## src/design/sc_seq_map.svh

```systemverilog
// Register map, field positions and sandcastle thresholds of the sequencer
`ifndef SC_SEQ_MAP_SVH
`define SC_SEQ_MAP_SVH
// Contract
// - Three thresholds in three-level mode, two when two-level select is set.
// - Each decoded pulse is high exactly while the input exceeds its threshold.
// - Vertical needs two key pulses (two-level) or two line pulses (three-level).
// - Line counter starts at the leading edge of the identified vertical.
// - Vertical blanking applies only to a detected vertical pulse.
// - Blank is vertical pulse OR the gate lasting until measurement lines end.
// - Leakage line starts after the horizontal pulse following vertical end.
// - After leakage: red on next line, green second, blue third.
// - During blank period channels go ultra-black except own measurement line.
// - Insertion lasts a full line; window is line minus horizontal pulse.
// - Control bit picks luma or hue on aux output; hue mode has no sync.
// - Hue level is a 6-bit value at bus subaddress 03H.
// - Dark window from line 16 to 224 or 272, doubled at double rate.

// Register byte addresses
`define REG_CTRL        32'h0000_0000
`define REG_STATUS      32'h0000_0004
`define HUE_INDEX       32'h0000_0003
`define REG_HUE         (`HUE_INDEX * 32'h0000_0004)

// Control register fields
`define CTRL_TWO_LEVEL  0
`define CTRL_LUMA_SEL   1
`define CTRL_NTSC       2
`define CTRL_DOUBLE     3
`define CTRL_RESET      4'h2
`define HUE_RESET       6'h3F

// Status register fields
`define STAT_STATE_LSB  0
`define STAT_GATE       3
`define STAT_RUN        4
`define STAT_LINE_LSB   16

// Sandcastle thresholds, sample codes
`define THR3_LOW        8'h30
`define THR3_MID        8'h70
`define THR3_KEY        8'hC0
`define THR2_LOW        8'h50
`define THR2_KEY        8'hB0

// Line counts
`define VERT_MIN_PULSES 2'h2
`define DARK_FIRST      10'h010
`define DARK_LAST_NTSC  10'h0E0
`define DARK_LAST_PAL   10'h110

// Bus responses
`define RESP_OKAY       2'h0
`define RESP_SLVERR     2'h2
`endif

```

## src/design/sc_seq_pkg.sv

```systemverilog
// Types shared by the sandcastle measurement sequencer
package sc_seq_pkg;
   typedef enum logic [2:0] {
      ST_IDLE   = 3'b000,
      ST_VERT   = 3'b001,
      ST_WAIT_H = 3'b010,
      ST_LEAK   = 3'b011,
      ST_RED    = 3'b100,
      ST_GREEN  = 3'b101,
      ST_BLUE   = 3'b110
   } seq_state_t;

   typedef struct packed {
      logic [31:0] awaddr;
      logic        awvalid;
      logic [31:0] wdata;
      logic [3:0]  wstrb;
      logic        wvalid;
      logic        bready;
      logic [31:0] araddr;
      logic        arvalid;
      logic        rready;
   } axi_req_t;

   typedef struct packed {
      logic        awready;
      logic        wready;
      logic        bvalid;
      logic [1:0]  bresp;
      logic        arready;
      logic        rvalid;
      logic [31:0] rdata;
      logic [1:0]  rresp;
   } axi_rsp_t;

   typedef struct packed {
      logic leak;
      logic red;
      logic green;
      logic blue;
   } meas_lines_t;

   typedef struct packed {
      logic level;
      logic prev;
   } cmp_state_t;

   typedef struct packed {
      logic [7:0]  sync1;
      logic [7:0]  sync2;
      seq_state_t  state;
      logic [1:0]  pulse_cnt;
      logic [9:0]  line_cnt;
      logic        cnt_run;
      logic        gate;
      logic        aw_held;
      logic [31:0] awaddr;
      logic        w_held;
      logic [31:0] wdata;
      logic [3:0]  wstrb;
      logic        bvalid;
      logic [1:0]  bresp;
      logic        rvalid;
      logic [31:0] rdata;
      logic [1:0]  rresp;
      logic [3:0]  ctrl;
      logic [5:0]  hue;
   } core_state_t;
endpackage : sc_seq_pkg

```

## src/design/sc_level_cmp.sv

```systemverilog
// One sandcastle threshold comparator with edge outputs
`timescale 1ns/1ps
`default_nettype none
module sc_level_cmp #(
   parameter int W = 8
) (
   input  wire logic         i_clk,
   input  wire logic         i_rst,
   input  wire logic [W-1:0] i_sample,
   input  wire logic [W-1:0] i_threshold,
   input  wire logic         i_enable,
   output var  logic         o_level,
   output var  logic         o_rise,
   output var  logic         o_fall
);
   sc_seq_pkg::cmp_state_t st_reg;
   sc_seq_pkg::cmp_state_t st_next;

   // High only while the sample is above the threshold
   always_comb begin
      st_next       = st_reg;
      st_next.level = i_enable && (i_sample > i_threshold);
      st_next.prev  = st_reg.level;
   end

   always_ff @(posedge i_clk or posedge i_rst) begin
      if (i_rst) begin
         st_reg <= '0;
      end else begin
         st_reg <= st_next;
      end
   end

   // Edges one cycle wide, both from flops
   assign o_level = st_reg.level;
   assign o_rise  = st_reg.level && !st_reg.prev;
   assign o_fall  = !st_reg.level && st_reg.prev;
endmodule : sc_level_cmp
`default_nettype wire

```

## src/design/sc_seq_top.sv

```systemverilog
// Sandcastle decoder, line counter and cut-off measurement line sequencer
`timescale 1ns/1ps
`default_nettype none
`include "sc_seq_map.svh"
module sc_seq_top (
   input  wire logic                   I_MCLK,
   input  wire logic                   I_RST,
   input  wire logic [7:0]             I_SC_SAMPLE,
   input  wire sc_seq_pkg::axi_req_t   I_AXI,
   output var  sc_seq_pkg::axi_rsp_t   O_AXI,
   output var  sc_seq_pkg::meas_lines_t O_LINES,
   output var  logic                   O_MEAS_WINDOW,
   output var  logic                   O_BLANK,
   output var  logic                   O_BLANK_PERIOD,
   output var  logic [2:0]             O_FORCE_BLACK,
   output var  logic                   O_DARK_WINDOW,
   output var  logic                   O_AUX_LUMA,
   output var  logic                   O_SYNC_EN,
   output var  logic [5:0]             O_HUE_LEVEL
);
   sc_seq_pkg::core_state_t r;
   sc_seq_pkg::core_state_t n;

   logic       two_level;
   logic       luma_sel;
   logic       lo_lvl;
   logic       lo_rise;
   logic       lo_fall;
   logic       mid_lvl;
   logic       mid_rise;
   logic       mid_fall;
   logic       key_rise;
   logic [7:0] thr_low;
   logic [7:0] thr_key;
   logic       line_pulse;
   logic       h_lvl;
   logic       h_fall;
   logic       ident;
   logic       v_active;
   logic       in_meas;
   logic [9:0] dark_first;
   logic [9:0] dark_last;
   logic       hue_write;

   // ********************************************
   // Sandcastle level separation
   // ********************************************

   // Two-level mode drops the middle comparator
   assign two_level = r.ctrl[`CTRL_TWO_LEVEL];
   assign luma_sel  = r.ctrl[`CTRL_LUMA_SEL];
   assign thr_low   = two_level ? `THR2_LOW : `THR3_LOW;
   assign thr_key   = two_level ? `THR2_KEY : `THR3_KEY;

   sc_level_cmp #(.W(8)) u_cmp_low (
      .i_clk       (I_MCLK),
      .i_rst       (I_RST),
      .i_sample    (r.sync2),
      .i_threshold (thr_low),
      .i_enable    (1'b1),
      .o_level     (lo_lvl),
      .o_rise      (lo_rise),
      .o_fall      (lo_fall)
   );

   sc_level_cmp #(.W(8)) u_cmp_mid (
      .i_clk       (I_MCLK),
      .i_rst       (I_RST),
      .i_sample    (r.sync2),
      .i_threshold (`THR3_MID),
      .i_enable    (!two_level),
      .o_level     (mid_lvl),
      .o_rise      (mid_rise),
      .o_fall      (mid_fall)
   );

   sc_level_cmp #(.W(8)) u_cmp_key (
      .i_clk       (I_MCLK),
      .i_rst       (I_RST),
      .i_sample    (r.sync2),
      .i_threshold (thr_key),
      .i_enable    (1'b1),
      .o_level     (),
      .o_rise      (key_rise),
      .o_fall      ()
   );

   // Line pulse: key in two-level, horizontal otherwise
   assign line_pulse = two_level ? key_rise : mid_rise;
   assign h_lvl      = two_level ? lo_lvl : mid_lvl;
   assign h_fall     = two_level ? lo_fall : mid_fall;

   // Second line pulse inside one low-level pulse marks vertical
   assign ident = lo_lvl && !lo_rise && line_pulse
                  && (r.pulse_cnt == `VERT_MIN_PULSES - 2'h1);

   assign v_active = (r.state == sc_seq_pkg::ST_VERT);
   assign in_meas  = (r.state == sc_seq_pkg::ST_LEAK)
                  || (r.state == sc_seq_pkg::ST_RED)
                  || (r.state == sc_seq_pkg::ST_GREEN)
                  || (r.state == sc_seq_pkg::ST_BLUE);

   // Dark window bounds, doubled at double rate
   assign dark_first = r.ctrl[`CTRL_DOUBLE] ? 10'(`DARK_FIRST << 1)
                                            : `DARK_FIRST;
   assign dark_last  = (r.ctrl[`CTRL_NTSC] ? `DARK_LAST_NTSC : `DARK_LAST_PAL)
                       << r.ctrl[`CTRL_DOUBLE];

   assign hue_write = r.aw_held && r.w_held && !r.bvalid
                      && (r.awaddr == `REG_HUE) && r.wstrb[0];

   // ********************************************
   // Next state
   // ********************************************
   always_comb begin
      n = r;
      // Pin sample crosses in on two flops
      n.sync1 = I_SC_SAMPLE;
      n.sync2 = r.sync1;

      // Count line pulses since the low leading edge
      if (lo_rise) begin
         n.pulse_cnt = line_pulse ? 2'h1 : 2'h0;
      end else if (lo_lvl && line_pulse && r.pulse_cnt != `VERT_MIN_PULSES) begin
         n.pulse_cnt = r.pulse_cnt + 2'h1;
      end

      // Counter measures lines from the vertical leading edge
      if (ident) begin
         n.line_cnt = 10'(`VERT_MIN_PULSES);
         n.cnt_run  = 1'b1;
      end else if (line_pulse && r.cnt_run && r.line_cnt != 10'h3FF) begin
         n.line_cnt = r.line_cnt + 10'h001;
      end

      // Measurement sequence, any new vertical restarts it
      if (ident) begin
         n.state = sc_seq_pkg::ST_VERT;
         n.gate  = 1'b1;
      end else begin
         case (r.state)
            sc_seq_pkg::ST_VERT: begin
               if (lo_fall) n.state = sc_seq_pkg::ST_WAIT_H;
            end
            sc_seq_pkg::ST_WAIT_H: begin
               if (h_fall) n.state = sc_seq_pkg::ST_LEAK;
            end
            sc_seq_pkg::ST_LEAK: begin
               if (h_fall) n.state = sc_seq_pkg::ST_RED;
            end
            sc_seq_pkg::ST_RED: begin
               if (h_fall) n.state = sc_seq_pkg::ST_GREEN;
            end
            sc_seq_pkg::ST_GREEN: begin
               if (h_fall) n.state = sc_seq_pkg::ST_BLUE;
            end
            sc_seq_pkg::ST_BLUE: begin
               if (h_fall) begin
                  n.state = sc_seq_pkg::ST_IDLE;
                  n.gate  = 1'b0;
               end
            end
            default: begin
               n.state = sc_seq_pkg::ST_IDLE;
            end
         endcase
      end

      // Write address and data land in either order
      if (I_AXI.awvalid && !r.aw_held) begin
         n.aw_held = 1'b1;
         n.awaddr  = I_AXI.awaddr;
      end
      if (I_AXI.wvalid && !r.w_held) begin
         n.w_held = 1'b1;
         n.wdata  = I_AXI.wdata;
         n.wstrb  = I_AXI.wstrb;
      end
      // Commit waits for a free response slot
      if (r.aw_held && r.w_held && !r.bvalid) begin
         n.aw_held = 1'b0;
         n.w_held  = 1'b0;
         n.bvalid  = 1'b1;
         n.bresp   = `RESP_OKAY;
         if (r.awaddr == `REG_CTRL) begin
            if (r.wstrb[0]) n.ctrl = r.wdata[3:0];
         end else if (r.awaddr == `REG_HUE) begin
            if (r.wstrb[0]) n.hue = r.wdata[5:0];
         end else if (r.awaddr == `REG_STATUS) begin
            n.bresp = `RESP_OKAY;
         end else begin
            n.bresp = `RESP_SLVERR;
         end
      end else if (r.bvalid && I_AXI.bready) begin
         n.bvalid = 1'b0;
      end

      // Reads answer the cycle after the address
      if (I_AXI.arvalid && !r.rvalid) begin
         n.rvalid = 1'b1;
         n.rresp  = `RESP_OKAY;
         n.rdata  = 32'h0000_0000;
         if (I_AXI.araddr == `REG_CTRL) begin
            n.rdata[3:0] = r.ctrl;
         end else if (I_AXI.araddr == `REG_STATUS) begin
            n.rdata[`STAT_STATE_LSB +: 3] = r.state;
            n.rdata[`STAT_GATE]           = r.gate;
            n.rdata[`STAT_RUN]            = r.cnt_run;
            n.rdata[`STAT_LINE_LSB +: 10] = r.line_cnt;
         end else if (I_AXI.araddr == `REG_HUE) begin
            n.rdata[5:0] = r.hue;
         end else begin
            n.rresp = `RESP_SLVERR;
         end
      end else if (r.rvalid && I_AXI.rready) begin
         n.rvalid = 1'b0;
      end
   end

   // Control defaults to luma mode with hue at black level
   always_ff @(posedge I_MCLK or posedge I_RST) begin
      if (I_RST) begin
         r      <= '0;
         r.ctrl <= `CTRL_RESET;
         r.hue  <= `HUE_RESET;
      end else begin
         r <= n;
      end
   end

   // ********************************************
   // Outputs
   // ********************************************

   // Bus answers straight from flops
   assign O_AXI.awready = !r.aw_held;
   assign O_AXI.wready  = !r.w_held;
   assign O_AXI.bvalid  = r.bvalid;
   assign O_AXI.bresp   = r.bresp;
   assign O_AXI.arready = !r.rvalid;
   assign O_AXI.rvalid  = r.rvalid;
   assign O_AXI.rdata   = r.rdata;
   assign O_AXI.rresp   = r.rresp;

   // Insertion lines span full line periods
   assign O_LINES.leak  = (r.state == sc_seq_pkg::ST_LEAK);
   assign O_LINES.red   = (r.state == sc_seq_pkg::ST_RED);
   assign O_LINES.green = (r.state == sc_seq_pkg::ST_GREEN);
   assign O_LINES.blue  = (r.state == sc_seq_pkg::ST_BLUE);

   // Window drops out during the horizontal pulse
   assign O_MEAS_WINDOW = in_meas && !h_lvl;

   // Blank only for a recognised vertical
   assign O_BLANK        = v_active || r.gate;
   assign O_BLANK_PERIOD = r.gate;

   // Bit 0 red, 1 green, 2 blue
   assign O_FORCE_BLACK[0] = r.gate && !O_LINES.red;
   assign O_FORCE_BLACK[1] = r.gate && !O_LINES.green;
   assign O_FORCE_BLACK[2] = r.gate && !O_LINES.blue;

   // Peak dark detection idles while blanking
   // Bounds arrive already scaled, so doubling happens in one place only
   assign O_DARK_WINDOW = r.cnt_run && !O_BLANK
                          && (r.line_cnt >= dark_first)
                          && (r.line_cnt <= dark_last);

   // Hue mode carries no sync
   assign O_AUX_LUMA  = luma_sel;
   assign O_SYNC_EN   = luma_sel;
   assign O_HUE_LEVEL = r.hue;
endmodule : sc_seq_top
`default_nettype wire

```

## config.mk

```make
export PLATFORM = sky130hd
export DESIGN_NAME = sc_seq_top
export DESIGN_NICKNAME = d
export VERILOG_FILES = /design/src/design/sc_seq_pkg.sv /design/src/design/sc_level_cmp.sv /design/src/design/sc_seq_top.sv
export VERILOG_INCLUDE_DIRS = /design/src /design/src/design
export SDC_FILE = /design/constraint.sdc
export NUM_CORES = 1
export LEC_CHECK = 0
export ABC_AREA = 1
export BUFFER_PORTS_ARGS = -buffer_cell sky130_fd_sc_hd__buf_2
export CORE_MARGIN = 1
export CORE_UTILIZATION = 40
export CTS_CLUSTER_DIAMETER = 30
export DETAILED_ROUTE_END_ITERATION = 12
export PLACE_DENSITY_LB_ADDON = 0.25
export SLEW_MARGIN = 20
export SYNTH_ARGS = -nofsm -noshare
export SYNTH_HDL_FRONTEND = slang
export SYNTH_HIERARCHICAL = 1
export SYNTH_SLANG_ARGS = --single-unit
```

## constraint.sdc

```tcl
create_clock -name I_MCLK -period 4.6 [get_ports I_MCLK]
set_input_delay 0.46 -clock I_MCLK [delete_from_list [all_inputs] [get_ports I_MCLK]]
set_output_delay 0.46 -clock I_MCLK [all_outputs]
set_load 0.005 [all_outputs]
```

==> results, run 1 <==
- For this run, the top clock speed supported by timing is 0.3912 GHz.
- CTS built an H-tree with a depth of 3.
- Global routing used 15.85% of the available tracks across all layers.
- The overall routed net length is 12240 um.
- Global routing consumed, on the met3 layer, 5.509% of the routing resources.
- The flip-flop count of the largest register, all copies and words added is 68.
- Walking the worst path, the cells encountered are inv_1 -> ha_1 -> inv_1 -> ha_1 -> inv_1 -> nor2_1 -> o21ai_0 -> nand3_1 -> nand2_1 -> nand2_1 -> a21oi_1 -> buf_2.
- The per-instance average area after synthesis is 8.688 um2.
- The via count of the first global-routing pass is 4331.
- The worst setup skew after layout is 0.009539 ns.
- In the finished design, the share of the clock period the worst path needs comes to 55.57%.
- TritonCTS built the clock tree.
- The area of the mapped netlist is 6369 um2.
- The via density per instance is 4.426.
- Among cell families on the critical path, the largest total delay comes from adder cells.
- The final net count is 1010.
- The count of antenna diodes in the layout is 0.
- For this run the aggregate overflow at the end of global routing stands at 0.
- For this run, global-route usage on met2 was measured as 25.47%.
- The post-place setup slack is 2.411 ns.
- The library cell contributing the largest single delay on the critical path is sky130_fd_sc_hd__dfrtp_1.
- The initial standard-cell utilization of the core is 41.43%.
- The sum of net half-perimeters after detailed placement is 9408 um.
- The minimum clock period after layout is 2.556 ns.
- The total number of yosys warnings is 6.
- The worst IR drop on VDD is 0.4246 mV.
- The tool flagged a number of max-cap violations equal to 0.
- Together, buffers and inverters on the worst path number 4.
- Power spread over the standard cell area amounts to 402.4 nW/um2.
- The path class of the lowest-slack min-delay path is in -> reg.
- For the final routed database, the setup TNS stands at 0 ns.
- Along the worst path, the maximum fanout reaches 5.
- The remaining number of nets flagged by the antenna check after routing is 0.
- Cells with a size suffix above 1 make up 25.75% of the layout.
- On the worst path, the slowest cell contributes a delay of 0.38 ns.
- The die height is 128.2 um.
- The number of antenna violations at the first check in global routing is 2.
- For this run, global-route usage on met1 was measured as 20.57%.
- After technology mapping, the gate count stands at 733.
- The floorplan step defined a die boundary enclosing 16430 um2.
- The worst setup path category is reg -> out.
- The final hold violation count is 0.
- The longest clock path from root to sink contains 2 buffers.
- After clock tree synthesis, the clock-pin slew on the worst setup and hold paths is 0.08 ns.
- The top register by number of flip-flops is r.
- The worst endpoint data arrival time is 2.10 ns.
- The flow ran to the end, and the final reports show no timing, DRC or antenna violations.
- The number of buffers added on ports is 127.
- Compared with the post-synthesis result, the final layout area differs by 15.68%.
- In this run the horizontal extent of the chip is 128.2 um.
- The first routing iteration left 217 violations.
- The critical path required time is 4.14 ns.
- Setup repair after global routing left no endpoint under its margin.
- The final estimated routing congestion in global placement is 0.7784.
- The max-slew violation count is 0.
- STA classifies the critical path startpoint as a flop.
- Setup violations remaining at the end of the flow were counted as 0.
- The via count of the routed design is 4749.
- The average detailed-routed wire length per instance is 11.41 um.
- The layer with the highest usage is met2.
- The capturing element type of the critical path is an output pin.
- The DRC violations left is 0.
- The insertion delay of the later-clocked pin in the worst-skew pair is 0.35 ns.
- The area of the core is 15370 um2.
- At the pin with the least slew margin, the transition time is 0.8786 ns.
- Entering global routing, the biggest net connects 72 pins.
- Before antenna repair, the detailed router went through 4 iterations.
- The number of buffers added by the clock tree synthesis step is 9.
- Clock tree synthesis selected as its root buffer the cell sky130_fd_sc_hd__clkbuf_16.
- The I/O pin count is 175.
- The analysis attributes to cell leakage a power of 0.003857 uW.
- Setup slack on the critical path of the routed design comes to 2.044 ns.
- Post-CTS repair changed the size of 0 cells.
- Measured against its own limit, the worst slew margin works out to 41.42%.
- The clock sink count is 110.
- The floorplan has 45 rows.
- The first global-routing pass estimated 20400 um of wire.
- The cell with the most instances on the worst path is sky130_fd_sc_hd__inv_1.
-- where the power goes --
| part | switching [uW] | leakage, uW | internal, uW | total (uW) |
|---|---|---|---|---|
| clock network | 366 | 0.000158 | 485 | 851 |
| logic | 423 | 0.00235 | 342 | 765 |
| registers | 141 | 0.00134 | 1210 | 1350 |
-- metrics by stage --
step	cells	area (um2)	power, uW	utilization, %	hold WS, ns
2_1_floorplan	770	6507	1921	-	0.2012
3_3_place_gp	1056	7027	2116	45.71	0.3314
3_5_place_dp	1056	7027	2141	45.71	0.3347
4_1_cts	1073	7367	3013	47.93	0.1942
5_1_grt	1073	7367	3191	47.93	0.1881
6_report	1073	7367	2965	47.93	0.2131
-- layout by cell type (no fill, tap or decap), types with 4 or more instances in the layout --
cell type / count
sky130_fd_sc_hd__nand2_1: 142
sky130_fd_sc_hd__buf_2: 127
sky130_fd_sc_hd__inv_1: 115
sky130_fd_sc_hd__dfrtp_1: 103
sky130_fd_sc_hd__nor2_1: 70
sky130_fd_sc_hd__nand3_1: 45
sky130_fd_sc_hd__conb_1: 39
sky130_fd_sc_hd__ha_1: 38
sky130_fd_sc_hd__o21ai_0: 33
sky130_fd_sc_hd__mux2_2: 32
sky130_fd_sc_hd__a21oi_1: 23
sky130_fd_sc_hd__nor2_2: 9
sky130_fd_sc_hd__o31ai_4: 9
sky130_fd_sc_hd__nor3_1: 9
sky130_fd_sc_hd__clkbuf_16: 9
sky130_fd_sc_hd__dfstp_2: 7
sky130_fd_sc_hd__nand4_1: 7
sky130_fd_sc_hd__xor2_1: 5
sky130_fd_sc_hd__o21ai_1: 4
-- metal layers --
layer | wire length, um | vias up
met5 | 27 | -
met4 | 106 | 4
met2 | 5511 | 127
met3 | 905 | 13
li1 | - | 2494
met1 | 5689 | 2111
-- path summary, 6_finish.rpt --
path	from	end	slack, ns	cells past startpoint
setup / recovery	r[9]	O_DARK_WINDOW	2.04	12
hold / removal	I_SC_SAMPLE[0]	n[135]	0.21	1
setup reg to reg	r[117]	r[116]	2.81	4
hold reg to reg	n[137]	r[137]	0.35	0
max in group asynchronous	I_RST	O_HUE_LEVEL[3]	2.74	4
min in group asynchronous	I_RST	u_cmp_key/o_level	0.55	3
-- final cells by class --
class / count / area, um2
clock buffer: 9 / 225.2
tap: 211 / 264.0
clock inverter: 7 / 105.1
timing repair buffer: 131 / 668.1
inverter: 118 / 446.7
sequential: 110 / 2761
fill: 1523 / 8004
multi-input combinational: 487 / 2897
-- what timing repair did --
action / in CTS / in global routing
hold buffers: 1 / 0
hold endpoints to repair: 6 / 0
buffers inserted: 0 / 0
Power figures use the tool's default switching activity.
==> run 2, diff against run 1 <==
Clock period 4.6 ns to 2.4 ns, I/O delays scaled along.
==> run 2 against run 1 <==
Against the previous run:
- sequential cell count unchanged
- sequential share of layout area is 0.52 points lower
- clock skew hardly changed
- sequential power grew 91%
- wire length increased by 2.0%
- register-to-register slack got worse by 2.1 ns
- cell area grew 1.4%
- critical endpoint unchanged
- combinational power grew 95%
- worst hold slack worse by 0.15 ns
==> results, run 2 (synthesis results as in run 1) <==
- The via density per instance is 4.482.
- The flip-flop count of the largest register, all copies and words added is 68.
- At the end of routability-driven placement, the weighted congestion stood at 0.8102.
- The number of maximum-capacitance constraint violations is 0.
- STA classifies the critical path endpoint as an output pin.
- TritonCTS built the clock tree.
- The register with the most flip-flops in the final layout is r.
- The final hold violation count is 0.
- The overall global routing resource usage is 15.92%.
- The via count of the first global-routing pass came to 4424.
- The tree built by TritonCTS fans out to 110 sinks.
- After layout, the worst path uses 92.55% of the clock period.
- The row count is 45.
- For the worst-skew pair, the clock arrives at the later sink with an insertion delay of 0.36 ns.
- Along the worst path, the maximum fanout reaches 3.
- The DRC violation total after the first TritonRoute iteration is 195.
- At the worst endpoint, the required time is 2.16 ns.
- For the finished layout, the period the worst path requires is 2.221 ns.
- The share of layout cells above drive strength 1 is 26.29%.
- The number of buffers added by the clock tree synthesis step is 9.
- Traced cell by cell, the critical path runs through inv_2 -> ha_4 -> inv_1 -> ha_1 -> inv_1 -> nor2_1 -> o21ai_0 -> nand3_1 -> nand2_1 -> nand2_1 -> a21oi_2 -> buf_2.
- Among all stages on the critical path, the largest delay is contributed by sky130_fd_sc_hd__dfrtp_1.
- Across the VDD grid, the largest voltage drop is 0.5413 mV.
- The area used by multi-input combinational logic is 2913 um2.
- The average detailed-routed wire length per instance is 11.48 um.
- The worst setup path category is reg -> out.
- Clock-pin slew was measured on the worst setup and hold paths at 0.07 ns.
- During placement, the flow inserted port buffers numbering 127.
- The top cell types in the final layout, fill and taps aside, are sky130_fd_sc_hd__nand2_1 (142), sky130_fd_sc_hd__buf_2 (127), sky130_fd_sc_hd__inv_1 (114).
- After detailed routing, the number of remaining DRC violations is 0.
- Together, buffers and inverters on the worst path number 4.
- The width of the die is 128.2 um.
- The leakage power total is 0.003898 uW.
- The path class of the lowest-slack min-delay path is in -> reg.
- Hold timing on the final database bottoms out at a slack of 0.06569 ns.
- Summed over all layers, the routed wires come to 12490 um.
- Leaving out fill and tap cells, the most frequent cell in the layout is sky130_fd_sc_hd__nand2_1.
- The maximum clock rate is 0.4502 GHz.
- The depth of the CTS H-tree is 3.
- The placed instance count is 1059.
- The die covers 16430 um2.
- The residual overflow from global routing is 0.
- The total of endpoints with negative setup slack in the final report is 0.
- The number of fill cells in the layout is 1543.
- The root buffer cell is sky130_fd_sc_hd__clkbuf_16.
- The number of antenna violations at the first check in global routing was 2.
- The first detailed-routing pass ran for 4 iterations.
- The max-slew violation count is 0.
- The largest single stage delay on the critical path is 0.37 ns.
- The remaining number of nets flagged by the antenna check after routing is 0.
- The cell family contributing the most delay on the critical path is adder cells.
- The worst-case clock buffer depth is 2.
- The die is 128.2 um tall.
- The run finished with clean final reports.
- On the final layout, the worst clock skew is 0.009286 ns.
- Once layout is complete, the cells apart from fillers number 1088.
- The first global-routing pass estimated 20490 um of wire.
- In this run the count of I/O pins placed on the die edge is 175.
- The sum of net half-perimeters after detailed placement is 9450 um.
- The floorplan step defined a core boundary enclosing 15370 um2.
- Data on the critical path arrives at its endpoint at 1.98 ns.
- The total power draw is 5511 uW.
- For this block, the via count after detailed routing is 4876.
- For this design the ratio of total power to cell area is 737.7 nW/um2.
- The final layout contains 1023 nets.
- Across the whole layout, storage elements account for 2761 um2.
- From synthesis to final layout, the design area changed by 17.31%.
- For this configuration, the core starts out at a cell density of 41.43%.
- Entering global routing, the biggest net connects 70 pins.
- The type of origin of the critical path is a flop.
run 2: cell count changes in the layout (fill, tap and decap cells not counted), moves of 2 or more:
cell / previous run / this run
sky130_fd_sc_hd__diode_2: 0 / 2
sky130_fd_sc_hd__buf_4: 3 / 7
sky130_fd_sc_hd__bufinv_16: 2 / 0
sky130_fd_sc_hd__dlygate4sd3_1: 1 / 9
sky130_fd_sc_hd__clkinv_2: 1 / 3
run 2: timing repair:
action,4_1_cts,5_1_grt
endpoints found under the setup margin,1,1
endpoints found under the hold margin,15,0
hold buffers,9,0
buffers inserted,0,2
cloned,0,0
gates resized for setup,1,2
pin swaps,0,1
run 2: layer usage:
metal | routed length [um] | vias to the layer above | track usage (%)
li1 | - | 2519 | -
met4 | 196 | 0 | 5.675
met1 | 5743 | 2202 | 20.28
met5 | 0 | - | 0
met2 | 5657 | 140 | 25.37
met3 | 892 | 15 | 5.050
run 2: cell type report:
| cell class | count | area share, % |
|---|---|---|
| well taps | 211 | 3.534 |
| repair buffers | 144 | 10.68 |
| multi-input cells | 487 | 38.99 |
| diodes | 2 | 0.06699 |
| clock buffers | 9 | 3.015 |
| flip-flops and latches | 110 | 36.96 |
| inverters | 118 | 5.996 |
| clock inverters | 7 | 0.7536 |
run 2: final timing paths:
path,start,to,slack (ns),cells past startpoint
setup reg to reg,r[6],r[129],0.69,8
min in group asynchronous,I_RST,u_cmp_mid/st_reg[0],0.32,3
max in group asynchronous,I_RST,O_HUE_LEVEL[1],1.41,4
hold reg to reg,n[138],r[138],0.35,0
setup / recovery,r[9],O_DARK_WINDOW,0.18,12
hold / removal,I_AXI[34],O_AXI[38],0.07,2
run 2: per-stage QoR:
step | cell area (um2) | setup slack, ns | TNS, ns | util (%)
floorplan | 6511 | 0.7057 | 0 | -
global placement | 7063 | 0.4111 | 0 | 45.95
global route | 7468 | -0.01330 | -0.01330 | 48.59
CTS | 7435 | 0.04299 | 0 | 48.37
finish | 7471 | 0.1788 | 0 | 48.60
detailed placement | 7063 | 0.3844 | 0 | 45.95
run 2: where the power goes:
group / internal, uW / total (uW) / switching (uW) / leakage (uW)
Combinational: 672 / 1490 / 817 / 0.00241
Sequential: 2310 / 2580 / 266 / 0.00134
Clock: 720 / 1440 / 723 / 0.000142
run 2: worst reg2reg max path: cells and delay by family, from the launching register on:
family | cells | cell delay [ns]
buffers and inverters | 1 | 0.14
AND/OR/NAND/NOR | 5 | 0.79
AO/OA/AOI/OAI | 2 | 0.19
flip-flops | 1 | 0.48
